===== src/uad_cfg.svh =====
// Byte codes and field constants for the alpha-field code point decoder.
`ifndef UAD_CFG_SVH
`define UAD_CFG_SVH
`define UAD_LEAD_WIDE 8'h80
`define UAD_LEAD_HALF8 8'h81
`define UAD_LEAD_HALF16 8'h82
`define UAD_PAD_BYTE 8'hFF
`define UAD_OFFSET_FLAG 7
`define UAD_ZERO_CODE 16'h0000
`define UAD_ZERO_COUNT 8'h00
`define UAD_ONE_COUNT 8'h01
`endif


===== src/uad_pkg.sv =====
// Types shared by the alpha-field code point decoder.
package uad_pkg;
  typedef enum logic [3:0] {
    UAD_S_FIRST = 4'h0,
    UAD_S_COUNT = 4'h1,
    UAD_S_BASE_HI = 4'h2,
    UAD_S_BASE_LO = 4'h3,
    UAD_S_PAIR_HI = 4'h4,
    UAD_S_PAIR_LO = 4'h5,
    UAD_S_CNT_DATA = 4'h6,
    UAD_S_PLAIN = 4'h7,
    UAD_S_DRAIN = 4'h8,
    UAD_S_FLUSH = 4'h9
  } uad_state_t;

  typedef enum logic [1:0] {
    UAD_SCH_PLAIN = 2'h0,
    UAD_SCH_WIDE = 2'h1,
    UAD_SCH_HALF8 = 2'h2,
    UAD_SCH_HALF16 = 2'h3
  } uad_scheme_t;

  typedef struct packed {
    logic [7:0] data;
    logic last;
  } uad_byte_t;

  typedef struct packed {
    logic [15:0] code;
    logic last;
  } uad_char_t;
endpackage


===== src/uad_decoder.sv =====
// Alpha-field record decoder: record bytes in, 16-bit code points out.
//
// Functional notes
// - Lead byte 80h: each following byte pair is one character, high byte first.
// - Lead 80h: trailing FFh padding and an odd final byte give no character.
// - Lead 81h: second byte is the number of characters to produce.
// - Lead 81h: base is the third byte shifted left by seven.
// - Lead 81h: later bytes give 7-bit character, or base plus offset when top set.
// - Lead 82h: second byte is count, bytes three and four the full base.
// - Lead 82h: fifth and later bytes decode as 7-bit character or base plus offset.
// - Counted schemes stop at the count; FFh inside the count is a real offset.
// - One scheme, chosen by the first byte, holds for the whole record.
// - All three 16-bit schemes are implemented.
`include "uad_cfg.svh"

module uad_decoder (
  input wire logic ref_clk,
  input wire logic resetn,
  input wire logic in_valid,
  input wire uad_pkg::uad_byte_t in_byte,
  output logic in_ready_ff,
  output logic out_valid_ff,
  output uad_pkg::uad_char_t out_char_ff,
  input wire logic out_ready
);
  uad_pkg::uad_state_t state_ff, nxt_state;
  uad_pkg::uad_scheme_t scheme_ff, nxt_scheme;
  logic [15:0] base_ff, nxt_base;
  logic [7:0] rem_ff, nxt_rem;
  logic [7:0] hi_ff, nxt_hi;
  logic [15:0] pend_ff, nxt_pend;
  logic pend_v_ff, nxt_pend_v;
  logic nxt_out_valid;
  uad_pkg::uad_char_t nxt_out_char;
  logic acc;
  logic [7:0] b;
  logic [15:0] off_code;
  logic [15:0] plain_code;

  assign acc = in_valid && in_ready_ff;
  assign b = in_byte.data;
  assign plain_code = {9'h000, b[6:0]};
  assign off_code = b[`UAD_OFFSET_FLAG] ? base_ff + plain_code : plain_code;

  // Uncounted schemes hold one character back so the last flag can be set
  // once the record end or padding is known, without lookahead on the input.
  always_comb begin
    nxt_state = state_ff;
    nxt_scheme = scheme_ff;
    nxt_base = base_ff;
    nxt_rem = rem_ff;
    nxt_hi = hi_ff;
    nxt_pend = pend_ff;
    nxt_pend_v = pend_v_ff;
    nxt_out_valid = out_valid_ff && !out_ready;
    nxt_out_char = out_char_ff;
    if (state_ff == uad_pkg::UAD_S_FLUSH && !nxt_out_valid) begin
      nxt_out_valid = 1'b1;
      nxt_out_char = '{code: pend_ff, last: 1'b1};
      nxt_pend_v = 1'b0;
      nxt_state = uad_pkg::UAD_S_FIRST;
    end
    if (acc) begin
      unique case (state_ff)
        uad_pkg::UAD_S_FIRST: begin
          // The lead byte fixes the scheme for the rest of the record.
          nxt_pend_v = 1'b0;
          if (b == `UAD_LEAD_WIDE) begin
            nxt_scheme = uad_pkg::UAD_SCH_WIDE;
            nxt_state = uad_pkg::UAD_S_PAIR_HI;
          end else if (b == `UAD_LEAD_HALF8) begin
            nxt_scheme = uad_pkg::UAD_SCH_HALF8;
            nxt_state = uad_pkg::UAD_S_COUNT;
          end else if (b == `UAD_LEAD_HALF16) begin
            nxt_scheme = uad_pkg::UAD_SCH_HALF16;
            nxt_state = uad_pkg::UAD_S_COUNT;
          end else begin
            nxt_scheme = uad_pkg::UAD_SCH_PLAIN;
            if (b == `UAD_PAD_BYTE) begin
              nxt_state = uad_pkg::UAD_S_DRAIN;
            end else begin
              nxt_pend = plain_code;
              nxt_pend_v = 1'b1;
              nxt_state = uad_pkg::UAD_S_PLAIN;
            end
          end
        end
        uad_pkg::UAD_S_COUNT: begin
          nxt_rem = b;
          nxt_state = uad_pkg::UAD_S_BASE_HI;
        end
        uad_pkg::UAD_S_BASE_HI: begin
          if (scheme_ff == uad_pkg::UAD_SCH_HALF8) begin
            nxt_base = {1'b0, b, 7'h00};
            nxt_state = (rem_ff == `UAD_ZERO_COUNT) ? uad_pkg::UAD_S_DRAIN : uad_pkg::UAD_S_CNT_DATA;
          end else begin
            nxt_base = {b, 8'h00};
            nxt_state = uad_pkg::UAD_S_BASE_LO;
          end
        end
        uad_pkg::UAD_S_BASE_LO: begin
          nxt_base = {base_ff[15:8], b};
          nxt_state = (rem_ff == `UAD_ZERO_COUNT) ? uad_pkg::UAD_S_DRAIN : uad_pkg::UAD_S_CNT_DATA;
        end
        uad_pkg::UAD_S_CNT_DATA: begin
          // FFh here is an offset character, never padding.
          nxt_out_valid = 1'b1;
          nxt_out_char = '{code: off_code, last: (rem_ff == `UAD_ONE_COUNT) || in_byte.last};
          nxt_rem = rem_ff - `UAD_ONE_COUNT;
          if (rem_ff == `UAD_ONE_COUNT) begin
            nxt_state = uad_pkg::UAD_S_DRAIN;
          end
        end
        uad_pkg::UAD_S_PAIR_HI: begin
          nxt_hi = b;
          nxt_state = uad_pkg::UAD_S_PAIR_LO;
        end
        uad_pkg::UAD_S_PAIR_LO: begin
          nxt_state = uad_pkg::UAD_S_PAIR_HI;
          if (hi_ff == `UAD_PAD_BYTE && b == `UAD_PAD_BYTE) begin
            // A padding pair ends the text, so later pairs are consumed and never decoded.
            nxt_state = uad_pkg::UAD_S_DRAIN;
          end else begin
            if (pend_v_ff) begin
              nxt_out_valid = 1'b1;
              nxt_out_char = '{code: pend_ff, last: 1'b0};
            end
            nxt_pend = {hi_ff, b};
            nxt_pend_v = 1'b1;
          end
        end
        uad_pkg::UAD_S_PLAIN: begin
          if (b == `UAD_PAD_BYTE) begin
            nxt_state = uad_pkg::UAD_S_DRAIN;
          end else begin
            nxt_out_valid = 1'b1;
            nxt_out_char = '{code: pend_ff, last: 1'b0};
            nxt_pend = plain_code;
          end
        end
        uad_pkg::UAD_S_DRAIN: begin
          nxt_state = uad_pkg::UAD_S_DRAIN;
        end
        default: begin
          nxt_state = uad_pkg::UAD_S_FIRST;
        end
      endcase
      if (in_byte.last) begin
        // A record end emits the held character with its last flag, or parks
        // a fresh one in the flush state when the slot was just used.
        if (nxt_pend_v && !(nxt_out_valid && !out_valid_ff)) begin
          nxt_out_valid = 1'b1;
          nxt_out_char = '{code: nxt_pend, last: 1'b1};
          nxt_pend_v = 1'b0;
          nxt_state = uad_pkg::UAD_S_FIRST;
        end else if (nxt_pend_v) begin
          nxt_state = uad_pkg::UAD_S_FLUSH;
        end else begin
          nxt_state = uad_pkg::UAD_S_FIRST;
        end
      end
    end
  end

  always_ff @(posedge ref_clk) begin
    if (!resetn) begin
      state_ff <= uad_pkg::UAD_S_FIRST;
      scheme_ff <= uad_pkg::UAD_SCH_PLAIN;
      base_ff <= `UAD_ZERO_CODE;
      rem_ff <= `UAD_ZERO_COUNT;
      hi_ff <= `UAD_ZERO_COUNT;
    end else begin
      state_ff <= nxt_state;
      scheme_ff <= nxt_scheme;
      base_ff <= nxt_base;
      rem_ff <= nxt_rem;
      hi_ff <= nxt_hi;
    end
  end

  always_ff @(posedge ref_clk) begin
    if (!resetn) begin
      pend_ff <= `UAD_ZERO_CODE;
      pend_v_ff <= 1'b0;
    end else begin
      pend_ff <= nxt_pend;
      pend_v_ff <= nxt_pend_v;
    end
  end

  // Ready is registered, so a byte is only taken when the output slot is
  // empty; this costs throughput but keeps every output straight from a flop.
  always_ff @(posedge ref_clk) begin
    if (!resetn) begin
      out_valid_ff <= 1'b0;
      out_char_ff <= '{code: `UAD_ZERO_CODE, last: 1'b0};
      in_ready_ff <= 1'b0;
    end else begin
      out_valid_ff <= nxt_out_valid;
      out_char_ff <= nxt_out_char;
      in_ready_ff <= !nxt_out_valid && (nxt_state != uad_pkg::UAD_S_FLUSH);
    end
  end

  out_hold_a: assert property (@(posedge ref_clk) disable iff (!resetn)
    out_valid_ff && !out_ready |=> out_valid_ff && $stable(out_char_ff))
    else $error("Output changed while stalled.");

  ready_excl_a: assert property (@(posedge ref_clk) disable iff (!resetn)
    out_valid_ff |-> !in_ready_ff)
    else $error("Input ready while output slot full.");

  scheme_hold_a: assert property (@(posedge ref_clk) disable iff (!resetn)
    acc && state_ff != uad_pkg::UAD_S_FIRST |=> scheme_ff == $past(scheme_ff))
    else $error("Scheme changed inside a record.");

  count_take_a: assert property (@(posedge ref_clk) disable iff (!resetn)
    acc && state_ff == uad_pkg::UAD_S_COUNT |=> rem_ff == $past(b))
    else $error("Character count not captured.");

  base8_form_a: assert property (@(posedge ref_clk) disable iff (!resetn)
    acc && state_ff == uad_pkg::UAD_S_BASE_HI && scheme_ff == uad_pkg::UAD_SCH_HALF8
    |=> base_ff == {1'b0, $past(b), 7'h00})
    else $error("Half-page base formed wrongly.");

  lead82_sel_a: assert property (@(posedge ref_clk) disable iff (!resetn)
    acc && state_ff == uad_pkg::UAD_S_FIRST && b == `UAD_LEAD_HALF16 && !in_byte.last
    |=> scheme_ff == uad_pkg::UAD_SCH_HALF16 ##1 1'b1)
    else $error("Wide-base scheme not selected.");

  offset_char_a: assert property (@(posedge ref_clk) disable iff (!resetn)
    acc && state_ff == uad_pkg::UAD_S_CNT_DATA && b[`UAD_OFFSET_FLAG]
    |=> out_valid_ff && out_char_ff.code == $past(base_ff) + {9'h000, $past(b[6:0])})
    else $error("Offset character wrong.");

  septet_char_a: assert property (@(posedge ref_clk) disable iff (!resetn)
    acc && state_ff == uad_pkg::UAD_S_CNT_DATA && !b[`UAD_OFFSET_FLAG]
    |=> out_valid_ff && out_char_ff.code == {9'h000, $past(b[6:0])})
    else $error("Seven-bit character wrong.");

  count_stop_a: assert property (@(posedge ref_clk) disable iff (!resetn)
    acc && state_ff == uad_pkg::UAD_S_CNT_DATA && rem_ff == `UAD_ONE_COUNT
    |=> out_char_ff.last ##1 !out_valid_ff || out_char_ff.last)
    else $error("Counted record did not stop.");

  pair_form_a: assert property (@(posedge ref_clk) disable iff (!resetn)
    acc && state_ff == uad_pkg::UAD_S_PAIR_LO && !(hi_ff == `UAD_PAD_BYTE && b == `UAD_PAD_BYTE)
    && !in_byte.last |=> pend_v_ff && pend_ff == {$past(hi_ff), $past(b)})
    else $error("Byte pair not joined high first.");

  pad_drop_a: assert property (@(posedge ref_clk) disable iff (!resetn)
    acc && state_ff == uad_pkg::UAD_S_PAIR_LO && hi_ff == `UAD_PAD_BYTE && b == `UAD_PAD_BYTE
    && !in_byte.last |=> pend_ff == $past(pend_ff) && pend_v_ff == $past(pend_v_ff) && state_ff == uad_pkg::UAD_S_DRAIN)
    else $error("Padding pair produced a character.");

  plain_stop_a: assert property (@(posedge ref_clk) disable iff (!resetn)
    acc && state_ff == uad_pkg::UAD_S_PLAIN && b == `UAD_PAD_BYTE && !in_byte.last
    |=> state_ff == uad_pkg::UAD_S_DRAIN && !out_valid_ff)
    else $error("Plain text did not stop at padding.");
endmodule


===== config.mk =====
export PLATFORM = sky130hd
export DESIGN_NAME = uad_decoder
export DESIGN_NICKNAME = d
export VERILOG_FILES = /design/src/uad_pkg.sv /design/src/uad_decoder.sv
export VERILOG_INCLUDE_DIRS = /design/src
export SDC_FILE = /design/constraint.sdc
export NUM_CORES = 1
export LEC_CHECK = 0
export BUFFER_PORTS_ARGS = -buffer_cell sky130_fd_sc_hd__buf_2
export CAP_MARGIN = 0
export CORE_MARGIN = 1
export CORE_UTILIZATION = 55
export CTS_BUF_LIST = sky130_fd_sc_hd__clkbuf_16
export DETAILED_ROUTE_END_ITERATION = 16
export PLACE_DENSITY = 0.74
export SLEW_MARGIN = 20
export SYNTH_ARGS = -nofsm -noshare
export SYNTH_HDL_FRONTEND = slang
export SYNTH_SLANG_ARGS = --single-unit
export TNS_END_PERCENT = 100

===== constraint.sdc =====
create_clock -name ref_clk -period 2.9 [get_ports ref_clk]
set_input_delay 0.29 -clock ref_clk [delete_from_list [all_inputs] [get_ports ref_clk]]
set_output_delay 0.29 -clock ref_clk [all_outputs]
set_load 0.005 [all_outputs]

==> results_dict.tcl <==
set metrics [dict create \
    numCtsBuffers 9 \
    fillCellCount 722 \
    track_usage_pct 34.95 \
    whs_endpoint "base_ff[3]" \
    finalMaxSlewViolations 0 \
    criticalPathCategory "reg2reg" \
    async_flop_share_pct 0 \
    status "finished clean" \
    max_freq_mhz 363.6 \
    gr-usage-met2_pct 54.05 \
    post-route-cell-area_um2 5338 \
    die_width_um 95.25 \
    row_count 33 \
    die_h_um 95.25 \
    cts-resized-gates 0 \
    p_leak_nw 1.987 \
    wl_per_cell_um 19.83 \
    powerDensity_nw_per_um2 496.4 \
    ys_seq_area_share_pct 30.98 \
    grt_antenna_before_repair 0 \
    antenna_cells 0 \
    core_um2 8299 \
    maxCapViolCount 0 \
    grt_max_degree 26 \
    ys_ff_latch 74 \
    netlist_instances 627 \
    ir_drop_v 0.0002952 \
    postCtsHoldBufs 0 \
    ys_warn_count 0 \
    area_growth_syn_to_layout_pct 11.62 \
    synth_cell_type_count 72 \
    worstSetupEndpointType "flop" \
    grt_busiest_layer "met2" \
    insertion_delay_ns 0.35 \
    vias 5150 \
    portBuffers 31 \
    critPathArrivalTime_ns 2.98 \
    syn_avg_cell_area_um2 7.627 \
    post-route-period-util_pct 94.84 \
    gp_congestion 0.9769 \
    finalHoldViolations 0 \
    met3_usage_pct 7.974 \
    setup_viol 0 \
    max-slew-margin-rel_pct 50.80 \
    drt-initial-drc-count 487 \
    cts-htree-levels 3 \
    cts_tree "done" \
    initial_core_util_pct 57.62 \
    r2r_start "state_ff[2]" \
    r2r_cells 7 \
    fin_nets 666 \
    fin_crit_ns 2.750 \
    hold-path-cell-count 3 \
    dpl.hpwl_um 10620 \
    ctsRootBufferMaster "clkbuf_16" \
    place_area_um2 5036 \
    regToRegEndpoint "out_char_ff[7]" \
    clk_pin_slew_ns 0.06 \
    drc 0 \
    crit_path_start_kind "flop" \
    drive_above_1_share_pct 12.83 \
    io_pins 32 \
    critPathLaunch "state_ff[2]" \
    ys.flop_type "dfxtp_1" \
    synth_edf_count 0 \
    grt_overflow 0 \
    clock_sinks 74 \
    hp-start "in_byte[4]" \
    rrSetupSlack_ns 0.15 \
    worst_pin_slew_ns 0.7303 \
    crit_fanout 18 \
    rsz0062_at_grt "no" \
    syn_nets 651 \
    dr.pass1.iters 6 \
    use_met1_pct 46.40 \
    grt_pass1_vias 4904 \
    clockBufferDepth 2 \
    synth_area_um2 4782 \
    hold_class "in2reg" \
    ant_nets 0 \
    routed_via_density 6.848 \
    finalSetupTns_ns 0 \
    die-area_um2 9072 \
    skew_ns 0.01028 \
    required_ns 3.13 \
    grt_pass1_wl_um 24410 \
    cts_setup_buffers 0 \
    wirelength_um 14910 \
]
[worst max path at each step]
stage | cells past startpoint | slack [ns] | to
floorplan | 10 | 0.69 | out_char_ff[11]
global placement | 11 | 0.36 | out_char_ff[7]
detailed placement | 7 | 0.25 | out_char_ff[7]
CTS | 7 | 0.21 | out_char_ff[7]
global route | 7 | 0.01 | out_char_ff[7]
finish | 7 | 0.15 | out_char_ff[7]
[registers in the layout, summed over array words and instances, names as in the netlist]
name	count
rem_ff	8
state_ff	4
hi_ff	8
out_valid_ff	1
pend_ff	16
out_char_ff	17
scheme_ff	2
base_ff	16
in_ready_ff	1
pend_v_ff	1
[kinds of logic (layout without fill, tap and decap cells)]
group	Yosys count	after routing	share of synthesized area [%]
mux	20	20	4.186
simple gates	249	249	25.56
xor+xnor	13	13	2.381
buf+inv	59	79	5.102
fa+ha+maj	11	11	3.035
compound gates	201	201	28.75
flops	74	74	30.98
[cell type report]
type / count / area, µm² / share of cell area, %
Clock buffer: 9 / 225.2 / 4.219
Clock inverter: 7 / 76.32 / 1.430
Inverter: 11 / 41.29 / 0.7736
Timing Repair Buffer: 52 / 325.3 / 6.095
Tap cell: 105 / 131.4 / 2.461
Sequential cell: 74 / 1481 / 27.75
Multi-Input combinational cell: 494 / 3057 / 57.27
[through the flow]
step                      util (%)  total power [mW]  hold WS, ns  setup WS, ns  instances
after floorplan                  -             1.385       0.4356        0.6914        627
after global placement       60.68             1.499       0.4453        0.3617        736
after detailed placement     60.68             1.508       0.4476        0.2478        736
after CTS                    64.31             2.647       0.3409        0.2109        752
after global routing         64.31             2.743       0.3705      0.009710        752
final                        64.31             2.649       0.3463        0.1496        752
[cell usage after synthesis, drive strengths merged, types with 7 or more instances]
| cell type | instances | area [µm²] |
|---|---|---|
| a211oi | 23 | 177.7 |
| a31oi | 10 | 62.56 |
| dfxtp | 74 | 1481 |
| nand3 | 24 | 120.1 |
| ha | 10 | 125.1 |
| nand4 | 7 | 43.79 |
| inv | 11 | 41.29 |
| a22oi | 14 | 105.1 |
| nor2 | 80 | 302.8 |
| o211ai | 10 | 88.83 |
| a221oi | 16 | 140.1 |
| nor3 | 16 | 85.08 |
| mux2i | 20 | 200.2 |
| a21oi | 46 | 234.0 |
| o22ai | 11 | 68.82 |
| clkbuf | 34 | 127.6 |
| xnor2 | 11 | 96.34 |
| o21ai | 32 | 160.1 |
| buf | 14 | 75.07 |
| nand2 | 70 | 262.8 |
[per-layer routing]
layer  vias up  part of all wire (%)
met5         -                     0
met1      2408                    42
met3        47                    11
met4         0                   3.0
met2       316                    45
li1       2379                     -
[power by group]
part | total [mW] | internal [mW] | switching [mW]
logic | 0.400 | 0.152 | 0.248
clock network | 1.15 | 0.674 | 0.475
registers | 1.10 | 1.05 | 0.0457
total | 2.65 | 1.88 | 0.769
[cell usage in the layout, fill, tap and decap left out, types with 6 or more instances in the layout]
cell type,instances
clkbuf_16,9
o21ai_0,30
o22ai_1,11
mux2i_1,20
xnor2_1,11
a22oi_1,14
a211oi_1,22
nor2_1,79
buf_2,31
nor3_1,15
a221oi_1,16
buf_4,20
a21oi_1,45
nand2_1,70
nand4_1,7
and4_1,6
o211ai_1,9
dfxtp_1,74
ha_1,10
a31oi_1,10
nand3_1,24
inv_1,11
[worst max-delay path, stage by stage (launching register included)]
cell and delay [ns]:
dfxtp_1 0.67, and4bb_2 0.35, nand2_1 0.08, o21ai_0 0.59, nor2_1 0.28, a22oi_1 0.21
a21boi_0 0.11, o311a_1 0.33
No activity file was read; power rests on OpenSTA's default activity.
